[src/bpsc_defs.svh]
`ifndef BPSC_DEFS_SVH
`define BPSC_DEFS_SVH
// Byte offsets on the register bus
`define BPSC_OFF_CMDSTS  12'h004
`define BPSC_OFF_CLASS   12'h008
`define BPSC_OFF_LEGACY  12'h098
`define BPSC_OFF_ISTS    12'h100
`define BPSC_OFF_ICLR    12'h104
`define BPSC_OFF_IEN     12'h108
`define BPSC_ADDR_W      12
// Field positions in the command/status word and the legacy register
`define BPSC_BIT_PERR_EN 6
`define BPSC_BIT_CAPL    20
`define BPSC_BIT_M66     21
`define BPSC_BIT_FB2B    23
`define BPSC_BIT_MDPE    24
`define BPSC_BIT_STA     27
`define BPSC_BIT_RTA     28
`define BPSC_BIT_RMA     29
`define BPSC_BIT_SSE     30
`define BPSC_BIT_DPE     31
`define BPSC_BIT_LEGACY  0
// Constant and reset values
`define BPSC_CAPL_VAL    1'b1
`define BPSC_M66_VAL     1'b0
`define BPSC_FB2B_VAL    1'b0
`define BPSC_DEVT_VAL    2'h0
`define BPSC_SUBCLASS    8'h04
`define BPSC_BASECLASS   8'h06
`define BPSC_PI_LEGACY   8'h01
`define BPSC_PI_NORMAL   8'h00
`define BPSC_FLAG_RST    1'b0
`define BPSC_CTRL_RST    1'b0
`define BPSC_NFLAG       6
`endif

[src/bpsc_pkg.sv]
package bpsc_pkg;
  typedef enum logic [1:0] {
    BPSC_IDLE   = 2'b01,
    BPSC_ACCESS = 2'b10
  } bpsc_apb_e;
  typedef logic [31:0] bpsc_word_t;
  typedef logic [5:0]  bpsc_flags_t;
endpackage : bpsc_pkg

[src/bpsc_regs.sv]
// How it works
// - The capability-list flag at status bit 20 reads 1 from reset onward.
// - The 66 MHz flag (bit 21) and fast back-to-back flag (bit 23) are read-only and read 0.
// - Bit 24 is set only with parity response enabled on a received poisoned completion or a poisoned write sent.
// - The select-timing field at bits 26:25 is read-only and always reads 00.
// - Bit 27 is set when the block finishes a primary request with completer-abort status.
// - Bit 28 is set when a completion with completer-abort status is received.
// - Bit 29 is set when a completion with unsupported-request status is received.
// - Bit 30 is set whenever a fatal or non-fatal error message is sent on the primary link.
// - Bit 31 is set on any poisoned packet detected, whatever the parity response enable.
// - The programming-interface byte reads 00h with the legacy bit clear and 01h with it set.
// - The sub-class byte is the constant 04h and read-only.
// - The base-class byte is the constant 06h and read-only.
// - Command bit 6 is the parity response enable that gates the bit 24 flag.
`timescale 1ns/100ps
`include "bpsc_defs.svh"
module bpsc_regs #(
  parameter int         ADDR_W = `BPSC_ADDR_W,
  parameter logic [7:0] REV_ID = 8'h5a   // Value is arbitrary
) (
  input  wire logic              pclk,
  input  wire logic              presetn,
  input  wire logic              psel,
  input  wire logic              penable,
  input  wire logic              pwrite,
  input  wire logic [ADDR_W-1:0] paddr,
  input  wire logic [31:0]       pwdata,
  input  wire logic [3:0]        pstrb,
  output logic      [31:0]       prdata,
  output logic                   pready,
  output logic                   pslverr,
  input  wire logic              evt_poisoned_cpl_rx,
  input  wire logic              evt_poisoned_wr_tx,
  input  wire logic              evt_ca_cpl_sent,
  input  wire logic              evt_ca_cpl_rx,
  input  wire logic              evt_ur_cpl_rx,
  input  wire logic              evt_err_msg_tx,
  input  wire logic              evt_poisoned_tlp_rx,
  output logic                   parity_resp_en,
  output logic                   legacy_mode,
  output logic                   irq
);
  // Narrower buses could not reach the interrupt registers
  if (ADDR_W < `BPSC_ADDR_W) begin : g_addr_w_check
    $error("ADDR_W too small for the register map");
  end

  logic                  setup_stb;
  logic                  done_stb;
  logic                  wr_done;
  logic                  hit_cmdsts;
  logic                  hit_class;
  logic                  hit_legacy;
  logic                  hit_ists;
  logic                  hit_iclr;
  logic                  hit_ien;
  logic                  hit_any;
  bpsc_pkg::bpsc_flags_t evt;
  bpsc_pkg::bpsc_flags_t sts;
  bpsc_pkg::bpsc_flags_t sts_clr;
  bpsc_pkg::bpsc_flags_t ists;
  bpsc_pkg::bpsc_flags_t ists_clr;
  bpsc_pkg::bpsc_flags_t ien;
  bpsc_pkg::bpsc_flags_t next_ien;
  logic                  next_perr_en;
  logic                  next_legacy;
  logic                  next_irq;
  bpsc_pkg::bpsc_word_t  rd_cmdsts;
  bpsc_pkg::bpsc_word_t  rd_class;
  bpsc_pkg::bpsc_word_t  rd_mux;
  bpsc_pkg::bpsc_word_t  next_prdata;
  logic                  next_pslverr;

  bpsc_apb_front u_front (
    .pclk      (pclk),
    .presetn   (presetn),
    .psel      (psel),
    .penable   (penable),
    .pready    (pready),
    .setup_stb (setup_stb),
    .done_stb  (done_stb)
  );

  // Upper address bits must be zero so the map does not alias
  assign hit_any    = (paddr[ADDR_W-1:0] >> `BPSC_ADDR_W) == '0;
  assign hit_cmdsts = hit_any && paddr[`BPSC_ADDR_W-1:0] == `BPSC_OFF_CMDSTS;
  assign hit_class  = hit_any && paddr[`BPSC_ADDR_W-1:0] == `BPSC_OFF_CLASS;
  assign hit_legacy = hit_any && paddr[`BPSC_ADDR_W-1:0] == `BPSC_OFF_LEGACY;
  assign hit_ists   = hit_any && paddr[`BPSC_ADDR_W-1:0] == `BPSC_OFF_ISTS;
  assign hit_iclr   = hit_any && paddr[`BPSC_ADDR_W-1:0] == `BPSC_OFF_ICLR;
  assign hit_ien    = hit_any && paddr[`BPSC_ADDR_W-1:0] == `BPSC_OFF_IEN;
  assign wr_done    = done_stb && pwrite;

  // Flag order: 0 bit24, 1 bit27, 2 bit28, 3 bit29, 4 bit30, 5 bit31
  assign evt[0] = parity_resp_en && (evt_poisoned_cpl_rx || evt_poisoned_wr_tx);
  assign evt[1] = evt_ca_cpl_sent;
  assign evt[2] = evt_ca_cpl_rx;
  assign evt[3] = evt_ur_cpl_rx;
  assign evt[4] = evt_err_msg_tx;
  // A poisoned completion is itself a poisoned packet
  assign evt[5] = evt_poisoned_tlp_rx || evt_poisoned_cpl_rx;

  // Only ones written with the top byte lane enabled clear a status flag, and with the low byte lane an interrupt flag
  always_comb begin
    sts_clr  = '0;
    ists_clr = '0;
    if (wr_done && hit_cmdsts && pstrb[3]) begin
      sts_clr = {pwdata[`BPSC_BIT_DPE:`BPSC_BIT_STA], pwdata[`BPSC_BIT_MDPE]};
    end
    if (wr_done && hit_iclr && pstrb[0]) begin
      ists_clr = pwdata[`BPSC_NFLAG-1:0];
    end
  end

  genvar gi;
  generate
    for (gi = 0; gi < `BPSC_NFLAG; gi++) begin : g_flag
      bpsc_w1c_flag u_sts (
        .pclk    (pclk),
        .presetn (presetn),
        .set     (evt[gi]),
        .clr     (sts_clr[gi]),
        .q       (sts[gi])
      );
      bpsc_w1c_flag u_ists (
        .pclk    (pclk),
        .presetn (presetn),
        .set     (evt[gi]),
        .clr     (ists_clr[gi]),
        .q       (ists[gi])
      );
    end
  endgenerate

  // Writable control bits
  always_comb begin
    next_perr_en = parity_resp_en;
    next_legacy  = legacy_mode;
    next_ien     = ien;
    if (wr_done && hit_cmdsts && pstrb[0]) begin
      next_perr_en = pwdata[`BPSC_BIT_PERR_EN];
    end
    if (wr_done && hit_legacy && pstrb[0]) begin
      next_legacy = pwdata[`BPSC_BIT_LEGACY];
    end
    if (wr_done && hit_ien && pstrb[0]) begin
      next_ien = pwdata[`BPSC_NFLAG-1:0];
    end
  end

  // Read-only fields are built from constants or from legacy_mode, so writes to them cannot reach them
  always_comb begin
    rd_cmdsts                       = '0;
    rd_cmdsts[`BPSC_BIT_PERR_EN]    = parity_resp_en;
    rd_cmdsts[`BPSC_BIT_CAPL]       = `BPSC_CAPL_VAL;
    rd_cmdsts[`BPSC_BIT_M66]        = `BPSC_M66_VAL;
    rd_cmdsts[`BPSC_BIT_FB2B]       = `BPSC_FB2B_VAL;
    rd_cmdsts[`BPSC_BIT_MDPE]       = sts[0];
    rd_cmdsts[26:25]                = `BPSC_DEVT_VAL;
    rd_cmdsts[`BPSC_BIT_STA]        = sts[1];
    rd_cmdsts[`BPSC_BIT_RTA]        = sts[2];
    rd_cmdsts[`BPSC_BIT_RMA]        = sts[3];
    rd_cmdsts[`BPSC_BIT_SSE]        = sts[4];
    rd_cmdsts[`BPSC_BIT_DPE]        = sts[5];
    rd_class[7:0]                   = REV_ID;
    rd_class[15:8]  = legacy_mode ? `BPSC_PI_LEGACY : `BPSC_PI_NORMAL;
    rd_class[23:16]                 = `BPSC_SUBCLASS;
    rd_class[31:24]                 = `BPSC_BASECLASS;
  end

  always_comb begin
    rd_mux       = '0;
    next_pslverr = 1'b0;
    if (hit_cmdsts) begin
      rd_mux = rd_cmdsts;
    end else if (hit_class) begin
      rd_mux = rd_class;
    end else if (hit_legacy) begin
      rd_mux = {31'h0, legacy_mode};
    end else if (hit_ists) begin
      rd_mux = {26'h0, ists};
    end else if (hit_ien) begin
      rd_mux = {26'h0, ien};
    end else if (!hit_iclr) begin
      next_pslverr = 1'b1;
    end
    next_prdata = (pwrite || next_pslverr) ? '0 : rd_mux;
  end

  // Read data is captured in setup, held stable through the access phase
  always_ff @(posedge pclk or negedge presetn) begin
    if (!presetn) begin
      prdata  <= '0;
      pslverr <= 1'b0;
    end else if (setup_stb) begin
      prdata  <= next_prdata;
      pslverr <= next_pslverr;
    end else if (done_stb) begin
      prdata  <= '0;
      pslverr <= 1'b0;
    end
  end

  assign next_irq = |(ists & ien);

  always_ff @(posedge pclk or negedge presetn) begin
    if (!presetn) begin
      parity_resp_en <= `BPSC_CTRL_RST;
      legacy_mode    <= `BPSC_CTRL_RST;
      ien            <= '0;
      irq            <= 1'b0;
    end else begin
      parity_resp_en <= next_perr_en;
      legacy_mode    <= next_legacy;
      ien            <= next_ien;
      irq            <= next_irq;
    end
  end

  logic rd_cmdsts_done;
  logic rd_class_done;
  assign rd_cmdsts_done = done_stb && !pwrite && hit_cmdsts;
  assign rd_class_done  = done_stb && !pwrite && hit_class;

  // Checks restate the decode so they do not lean on the logic they watch
  logic err_msg_one_wr;
  logic irq_due;
  logic hit_mapped;
  assign err_msg_one_wr = wr_done && hit_cmdsts && pstrb[3] && pwdata[`BPSC_BIT_SSE];
  assign irq_due        = |(ists & ien);
  assign hit_mapped     = hit_cmdsts || hit_class || hit_legacy || hit_ists || hit_iclr || hit_ien;
endmodule : bpsc_regs

[src/bpsc_w1c_flag.sv]
`timescale 1ns/100ps
`include "bpsc_defs.svh"
module bpsc_w1c_flag (
  input  wire logic pclk,
  input  wire logic presetn,
  input  wire logic set,
  input  wire logic clr,
  output logic      q
);
  logic next_q;

  // Set beats clear so an event in the clearing cycle survives
  always_comb begin
    next_q = q;
    if (clr) begin
      next_q = 1'b0;
    end
    if (set) begin
      next_q = 1'b1;
    end
  end

  always_ff @(posedge pclk or negedge presetn) begin
    if (!presetn) begin
      q <= `BPSC_FLAG_RST;
    end else begin
      q <= next_q;
    end
  end
endmodule : bpsc_w1c_flag

[src/bpsc_apb_front.sv]
`timescale 1ns/100ps
module bpsc_apb_front (
  input  wire logic pclk,
  input  wire logic presetn,
  input  wire logic psel,
  input  wire logic penable,
  output logic      pready,
  output logic      setup_stb,
  output logic      done_stb
);
  bpsc_pkg::bpsc_apb_e state;
  bpsc_pkg::bpsc_apb_e next_state;
  logic                next_pready;

  // Zero wait states: pready is raised for the whole access phase
  always_comb begin
    next_state  = state;
    next_pready = pready;
    setup_stb   = 1'b0;
    done_stb    = 1'b0;
    case (state)
      bpsc_pkg::BPSC_IDLE: begin
        if (psel && !penable) begin
          setup_stb   = 1'b1;
          next_state  = bpsc_pkg::BPSC_ACCESS;
          next_pready = 1'b1;
        end
      end
      bpsc_pkg::BPSC_ACCESS: begin
        if (psel && penable) begin
          done_stb    = 1'b1;
          next_state  = bpsc_pkg::BPSC_IDLE;
          next_pready = 1'b0;
        end
      end
      default: begin
        next_state  = bpsc_pkg::BPSC_IDLE;
        next_pready = 1'b0;
      end
    endcase
  end

  always_ff @(posedge pclk or negedge presetn) begin
    if (!presetn) begin
      state  <= bpsc_pkg::BPSC_IDLE;
      pready <= 1'b0;
    end else begin
      state  <= next_state;
      pready <= next_pready;
    end
  end
endmodule : bpsc_apb_front

[config.mk]
export PLATFORM = sky130hd
export DESIGN_NAME = bpsc_regs
export DESIGN_NICKNAME = d
export VERILOG_FILES = /design/src/bpsc_pkg.sv /design/src/bpsc_regs.sv /design/src/bpsc_w1c_flag.sv /design/src/bpsc_apb_front.sv
export VERILOG_INCLUDE_DIRS = /design/src
export SDC_FILE = /design/constraint.sdc
export NUM_CORES = 1
export LEC_CHECK = 0
export ABC_CLOCK_PERIOD_IN_PS = 1600
export BUFFER_PORTS_ARGS = -buffer_cell sky130_fd_sc_hd__buf_2
export CORE_UTILIZATION = 42
export DETAILED_ROUTE_END_ITERATION = 8
export GPL_ROUTABILITY_DRIVEN = 0
export PLACE_DENSITY = 0.77
export SYNTH_ARGS = -nofsm -noshare
export SYNTH_HDL_FRONTEND = slang
export SYNTH_SLANG_ARGS = --single-unit
[constraint.sdc]
create_clock -name pclk -period 1.6 [get_ports pclk]
set_input_delay 0.32 -clock pclk [delete_from_list [all_inputs] [get_ports pclk]]
set_output_delay 0.32 -clock pclk [all_outputs]
set_load 0.05 [all_outputs]
== After elaboration in Yosys (flattened, before gate mapping) ==
Index checks and enable logic that the tools add are counted.
Storage, ports and cells
  bits in registers: 57
  input port bits: 60
Cells by class
  eq/ne operators: 10
  muxes and demuxes: 53
  bitwise operators: 1
  reduce and logical (&&, ||, !) cells: 32
Operator list (count)
  32-bit two-way mux: 4
  1-bit two-way mux: 39
  12-bit by 9-bit equality test with 1-bit output (second input constant): 3
  6-bit two-way mux: 5
  27-bit two-way mux: 1
  2-bit nonzero test: 13
  1-bit logical AND: 13
  12-bit by 3-bit equality test with 1-bit output (second input constant): 1
  12-bit by 4-bit equality test with 1-bit output (second input constant): 1
  12-bit by 8-bit equality test with 1-bit output (second input constant): 1
  6-bit AND: 1
  6-bit OR reduction: 1
  2-bit two-way mux: 2
  2-bit by 1-bit != test with 1-bit output (second input constant): 2
  2-bit case mux with 2 select lines: 1
  1-bit logical OR: 3
  2-bit by 1-bit equality test with 1-bit output (second input constant): 1
  2-bit equality test (second input constant): 1
  1-bit case mux with 2 select lines: 1
  2-bit AND reduction: 1
  1-bit logical NOT: 1

== Depth between registers and ports, before layout ==
Gate-level depths: netlist of the first run.
  depth after elaboration: 10
  depth in mapped cells: 5
  mapped depth without buffers: 4

== Cells and area by module ==
From an unflattened synthesis of the first run, not the netlist that was laid out.
Unflattened totals
  cells, all modules: 187
  area total of the unflattened synthesis: 2028.2 µm²
By module, submodules not included
  bpsc_regs: times used 1, cells each 143, area an instance 1495.2 µm², seq. area each 650.6 µm²
  bpsc_w1c_flag: times used 12, cells each 3, area an instance 36.3 µm², seq. area each 25.0 µm²
  bpsc_apb_front: times used 1, cells each 8, area an instance 97.6 µm², seq. area each 51.3 µm²

== Worst setup path after synthesis of the first run ==
Ideal clock, no wire load.
  path kind: input-to-reg
  start: input paddr[5]
  end: register ien[0]
  library setup time: 0.125 ns
  arrival time: 1.850 ns
  path slack: -0.375 ns
  stages on the path: 4
  buffers on the path: 0
  cells stage by stage: or4_4 -> or3_4 -> nor3_4 -> mux2_2
Between the ends
  word-level cells in the longest chain between the ends: 3
RTL lines
  from (decl): line bpsc_regs.sv:26  | input wire logic [ADDR_W-1:0] paddr,
  12-bit by 9-bit equality test with 1-bit output (no line)
  1-bit logical AND (2 in a row): line bpsc_regs.sv:146  | if (wr_done && hit_ien && pstrb[0]) begin
  to (signal assigned): line bpsc_regs.sv:215  | ien <= next_ien;
  to (decl): line bpsc_regs.sv:63  | bpsc_pkg::bpsc_flags_t ien;
No other way between the ends.
A chain may end at the register's enable or synchronous reset.

== Worst setup path in the final report of the first run ==
  start: input paddr[7]
  end: register ien[3]
Same word-level chain as after synthesis.

==> results of run 1 <==
-- what timing repair did --
action                                  in CTS  in global routing
endpoints found under the setup margin      22                 32
gates resized for setup                     12                 15
pin swaps                                    8                  6
setup buffers                                4                  1
hold endpoints to repair                    12                  0
hold buffers                                 1                  0
-- metal layers --
metal | up-vias | global-route usage, % | share of wire [%] | routed length, um
met5 | - | 0 | 0 | 0
met4 | 0 | 6.97 | 1.9 | 99
met3 | 11 | 3.80 | 6.0 | 321
met2 | 83 | 34.5 | 47 | 2520
met1 | 915 | 30.9 | 45 | 2380
li1 | 863 | - | - | -
-- Yosys cell counts, drive strengths merged (2+ instances only) --
master / instances / area share, %
and2: 6 / 1.8
or4: 2 / 0.92
o21a: 2 / 0.74
nand3: 6 / 1.5
dfrtp: 39 / 48
nor4: 2 / 0.62
mux2i: 2 / 0.99
or2: 2 / 0.62
o31ai: 3 / 1.1
a211oi: 3 / 1.1
nor2: 6 / 1.1
o21ai: 9 / 2.2
a21o: 11 / 4.1
a22o: 6 / 2.6
nand4bb: 2 / 1.1
a211o: 2 / 0.86
nand2: 13 / 2.4
or3: 2 / 0.92
nor3: 4 / 1.5
inv: 3 / 0.55
clkbuf: 5 / 0.92
nor4b: 2 / 1.9
buf: 18 / 6.4
nand3b: 2 / 0.74
nand4: 14 / 4.3
a21oi: 2 / 0.49
mux2: 8 / 4.4
a22oi: 3 / 1.1
-- area by class of cell --
| class | instances | area share [%] |
|---|---|---|
| multi-input cells | 136 | 36.8 |
| flip-flops and latches | 40 | 35.7 |
| repair buffers | 96 | 21.3 |
| clock buffers | 6 | 2.94 |
| well taps | 52 | 2.32 |
| clock inverters | 2 | 0.535 |
| inverters | 3 | 0.401 |
-- power by group --
group          internal (mW)  switching (mW)  total [mW]
sequential              1.03          0.0160        1.04
clock                  0.349           0.358       0.707
combinational          0.125           0.250       0.375
total                   1.50           0.623        2.12
-- cell usage in the layout, fill, tap and decap left out, types with 4 or more instances in the layout --
cell type  count
dfrtp_1       38
mux2_4         6
a22o_1         6
a21o_1        11
conb_1        14
nand3_1        6
o21ai_0        7
nand2_1       13
buf_4         31
buf_6          4
and2_1         6
buf_2         59
nand4_1       14
clkbuf_8       6
nor2_1         5
-- flip-flops by register name, summed over array words and instances (netlist names) --
register,cells
g_flag.u_ists.q,6
g_flag.u_sts.q,6
ien,6
irq,1
legacy_mode,1
parity_resp_en,1
prdata,16
pslverr,1
u_front.state,2
-- cells by family (layout without fill, tap and decap cells) --
family                 Yosys count  after routing  synth area share [%]
buffers and inverters           26            107                  7.89
AND/OR/NAND/NOR                 67             67                  21.3
multiplexers                    10             10                  5.42
other                            1             14                 0.185
AO/OA/AOI/OAI                   45             45                  15.9
flip-flops                      40             40                  49.4
-- worst max-delay path: cells and delay by family --
kind,cells,cell delay (ns)
simple gates,3,1.06
mux,1,0.30
buf+inv,2,0.24
-- final timing paths --
kind	to	depth (start not counted)
max in group asynchronous	ien[3]	3
setup reg to reg	ien[3]	5
hold / removal	g_flag[2].u_ists.q	2
min in group asynchronous	prdata[6]	2
hold reg to reg	prdata[8]	2
setup / recovery	ien[3]	6
==> metrics.txt, run 1 <==
status=finished, violations left; failing checks=setup timing; placed insts=between 300 and 400; hpwl dp=3.87 mm; clock latency on the worst-skew pair=0.29 ns; IO Count=97; reg2reg start=u_front.state[0]; synthesized area=0.00203 mm2; Synth-to-Final Area Change=38.3%; antenna violations before repair=0; VDD IR-drop max=0.470 mV; MaxCap Viol Count=0; Initial Util=roughly 45%; Setup WS post-layout=-0.157 ns; Worst setup SP type=input pin; Ant. Diodes=0; fin crit share=110%; H-tree levels=2; Hold WC Path Type=in -> reg; crit-path max cell delay=about 0.54 ns; Most used DFF post-synth=dfrtp_1; DRT iter0 DRCs=109; clock sink count=40; crit path from=paddr[7]; total number of vias=1872; FF/Latch Area=0.00100 mm2; slowest cell on the critical path=or4_4; drt wl/cell=approximately 16 um; sequential fraction of the synthesis area=between 40% and 50%; Rows=24; Critical Path RT=roughly 1.8 ns; Lkg Pwr=1.35 nW; drt first pass iters=4; area post-placement=0.00254 mm2; Worst slew margin=approximately 66%; worst-path cell chain=buf_8 > or4_4 > or3_4 > nor3_4 > buf_6 > mux2_4; IO Port Bufs=61; layout cells sized above 1=46.3%; largest net degree at the start of global routing=23; via/cell ratio=~5.6; Final Slew Violations=0; post-route cell area=approximately 0.0028 mm2; min cycle time layout=1.76 ns; final setup vio count=20; die area=0.00512 mm2; flop2flop setup slack=-0.05 ns; Power Dens Cells=~760 mW/mm2; async set-reset flop share out of synthesis=100%; final core utilization=62.3%; clock tree buffer depth=2; gr usage total=21.9%; Routed Antenna Nets=0; CP arrival=1.93 ns; number of global-route vias before repair=~1800; Routed WL=5.33 mm; DIE HEIGHT=71.5 um; remaining global-route overflow=0; f_max=0.569 GHz; CORE AREA=0.00450 mm2; CTS tree=built; Synth Warn #=0; CTS buffer count=5; Place WS=-0.556 ns; EDFF count, synth=0; clock slew at reported path FFs=about 0.08 ns; hold path startpoint=evt_ca_cpl_rx; FILL cells=381; first-pass GRT wire length=slightly below 9 mm; drc violations=0; total power=2.12 mW; RSZ-0062 raised after global routing=true; Synth cell types=45; setup total negative slack=-1.71 ns; clock root cell=clkbuf_8; Mapped Avg Cell Area=10.7 um2; minimum hold slack=0.220 ns; die width=just over 70 um; CP Max Fanout=4; Final nets=roughly 340; multi-input logic area=0.00103 mm2; Crit. End Element=flop; kind of critical path=in -> reg; flops & latches, synth=40; Clock Skew=0.00637 ns; Final Hold Violating Endpoints=0; Mapped Cells=189; post-route insts no fill=335; slew of the pin with the lowest slew margin=0.506 ns
Note: power is estimated with default switching activity, not from simulation.
==> run 2: changes to the inputs <==
--- a/config.mk
+++ b/config.mk
@@ -8,10 +8,11 @@
 export LEC_CHECK = 0
 export ABC_CLOCK_PERIOD_IN_PS = 1600
 export BUFFER_PORTS_ARGS = -buffer_cell sky130_fd_sc_hd__buf_2
-export CORE_UTILIZATION = 42
+export CORE_UTILIZATION = 43
+export CTS_BUF_LIST = sky130_fd_sc_hd__clkbuf_2 sky130_fd_sc_hd__clkbuf_4 sky130_fd_sc_hd__clkbuf_8
 export DETAILED_ROUTE_END_ITERATION = 8
 export GPL_ROUTABILITY_DRIVEN = 0
-export PLACE_DENSITY = 0.77
+export PLACE_DENSITY = 0.78
 export SYNTH_ARGS = -nofsm -noshare
 export SYNTH_HDL_FRONTEND = slang
 export SYNTH_SLANG_ARGS = --single-unit
==> metrics.txt, run 2 (synthesis gave the netlist of run 1 again) <==
number of flip-flops in the largest register=16 (unchanged); DRT iter0 DRCs=153 (was 109); min cycle time layout=1.77 ns (was 1.76 ns); first-pass GRT wire length=8.36 mm (was 8.65 mm); hold path startpoint=evt_err_msg_tx (was evt_ca_cpl_rx); number of global-route vias before repair=1751 (was 1791); reg2reg start=u_front.state[0] (unchanged); layout cells sized above 1=46.3% (about the same); drc violations=14 (was 0); Final Slew Violations=0 (unchanged); crit path from=paddr[7] (unchanged); Reg2Reg Capture Point=ien[1] (was ien[3]); CORE AREA=0.00444 mm2 (was 0.00450 mm2); clock tree buffer depth=2 (unchanged); IO Count=97 (unchanged); commonest non-fill, non-tap cell in the layout=buf_2 (unchanged); flop2flop setup slack=0.04 ns (was -0.05 ns); drt wl/cell=14.8 um (was 15.9 um); die width=70.7 um (was 71.5 um); R2R depth=5 (unchanged); via/cell ratio=5.41 (was 5.59); Setup WS post-layout=-0.166 ns (was -0.157 ns); Final Hold Violating Endpoints=0 (unchanged); H-tree levels=2 (unchanged); hold endpoint=g_flag[4].u_sts.q (was g_flag[2].u_ists.q); Routed Antenna Nets=0 (unchanged); VDD IR-drop max=0.575 mV (was 0.470 mV); final core utilization=63.1% (was 62.3%); die area=0.00500 mm2 (was 0.00512 mm2); Clock Skew=0.00784 ns (was 0.00637 ns); FF/Latch Area=0.00100 mm2 (unchanged); gr usage total=21.4% (was 21.9%); FILL cells=370 (was 381); remaining global-route overflow=0 (unchanged); Routed WL=4.98 mm (was 5.33 mm); antenna violations before repair=0 (unchanged); Lkg Pwr=1.37 nW (was 1.35 nW); RSZ-0062 raised after global routing=true (unchanged); multi-input logic area=0.00101 mm2 (was 0.00103 mm2); Power Dens Cells=796 mW/mm2 (was 756 mW/mm2); clock root cell=clkbuf_8 (unchanged); largest net degree at the start of global routing=18 (was 23); f_max=0.566 GHz (was 0.569 GHz); status=finished, violations left (unchanged); Hold WC Path Type=in -> reg (unchanged); setup total negative slack=-1.58 ns (was -1.71 ns); CP arrival=1.94 ns (was 1.93 ns); Final nets=344 (was 342); clock sink count=40 (unchanged); CTS buffer count=5 (unchanged); IO Port Bufs=61 (unchanged); Largest Register=prdata (unchanged); MaxCap Viol Count=0 (unchanged); Initial Util=45.7% (was 45.1%); Ant. Diodes=0 (unchanged); clock slew at reported path FFs=0.08 ns (about the same); Hold Path Depth=2 (unchanged); Critical Path RT=1.78 ns (about the same); CP Max Fanout=6 (was 4); failing checks=DRC, setup timing (was setup timing); Worst setup SP type=input pin (unchanged); total number of vias=1822 (was 1872); fin crit share=110% (about the same); commonest cells after routing, fill and taps aside=59 x buf_2, 38 x dfrtp_1, 35 x buf_4, 14 x nand4_1, 14 x conb_1 (was 59 x buf_2, 38 x dfrtp_1, 31 x buf_4, 14 x nand4_1, 14 x conb_1); Rows=24 (unchanged); clock latency on the worst-skew pair=0.29 ns (about the same); Synth-to-Final Area Change=38.1% (was 38.3%); DIE HEIGHT=70.7 um (was 71.5 um); hpwl dp=3.93 mm (was 3.87 mm); Crit. End Element=flop (unchanged); CTS tree=built (unchanged); final setup vio count=19 (was 20); drt first pass iters=7 (was 4); kind of critical path=in -> reg (unchanged)
## run 2: critical path, stage by stage
cell and delay, ns:
buf_6 0.09, or4_4 0.54, or3_4 0.39, nor3_4 0.12, buf_6 0.16, mux2_4 0.31
## run 2: repair_timing
action                                  4_1_cts  5_1_grt
pin swaps                                     9        6
resized for setup                            15        6
endpoints found under the hold margin        14        0
setup buffers                                 2        1
endpoints found under the setup margin       34       29
hold buffers                                  1        0
## run 2: through the flow
step | instance area (um2) | hold WS, ns | power, mW | std cells | worst slack, ns
after detailed placement | 2570 | 0.265 | 1.41 | 325 | -0.547
after global placement | 2570 | 0.266 | 1.40 | 325 | -0.497
final | 2810 | 0.230 | 2.23 | 337 | -0.166
after floorplan | 2110 | 0.0244 | 1.27 | 202 | -0.375
after CTS | 2770 | 0.230 | 2.23 | 336 | -0.163
after global routing | 2810 | 0.234 | 2.30 | 337 | -0.181
## run 2: routing by layer
layer  vias up  part of all wire (%)  GRT usage [%]
li1        874                     -              -
met1       879                    46           29.8
met2        65                    47           34.7
met3         4                   5.6           3.70
met4         0                  0.80           5.56
met5         -                     0              0
## run 2: how the worst max path moves through the flow
stage / end / slack, ns / cells after the start
2_1_floorplan: ien[0] / -0.37 / 4
3_3_place_gp: ien[2] / -0.50 / 5
3_5_place_dp: ien[1] / -0.55 / 5
4_1_cts: ien[1] / -0.16 / 6
5_1_grt: ien[0] / -0.18 / 6
6_report: ien[1] / -0.17 / 6
## run 2: area by class of cell
class	instances	share of cell area [%]
Sequential cell	40	35.8
Tap cell	52	2.32
Clock buffer	6	2.72
Timing Repair Buffer	98	21.5
Multi-Input combinational cell	136	36.1
Inverter	3	0.401
Clock inverter	2	1.25
## run 2: power by group
group	switching (mW)	internal, mW
Clock	0.345	0.480
Sequential	0.0143	1.03
Combinational	0.245	0.122
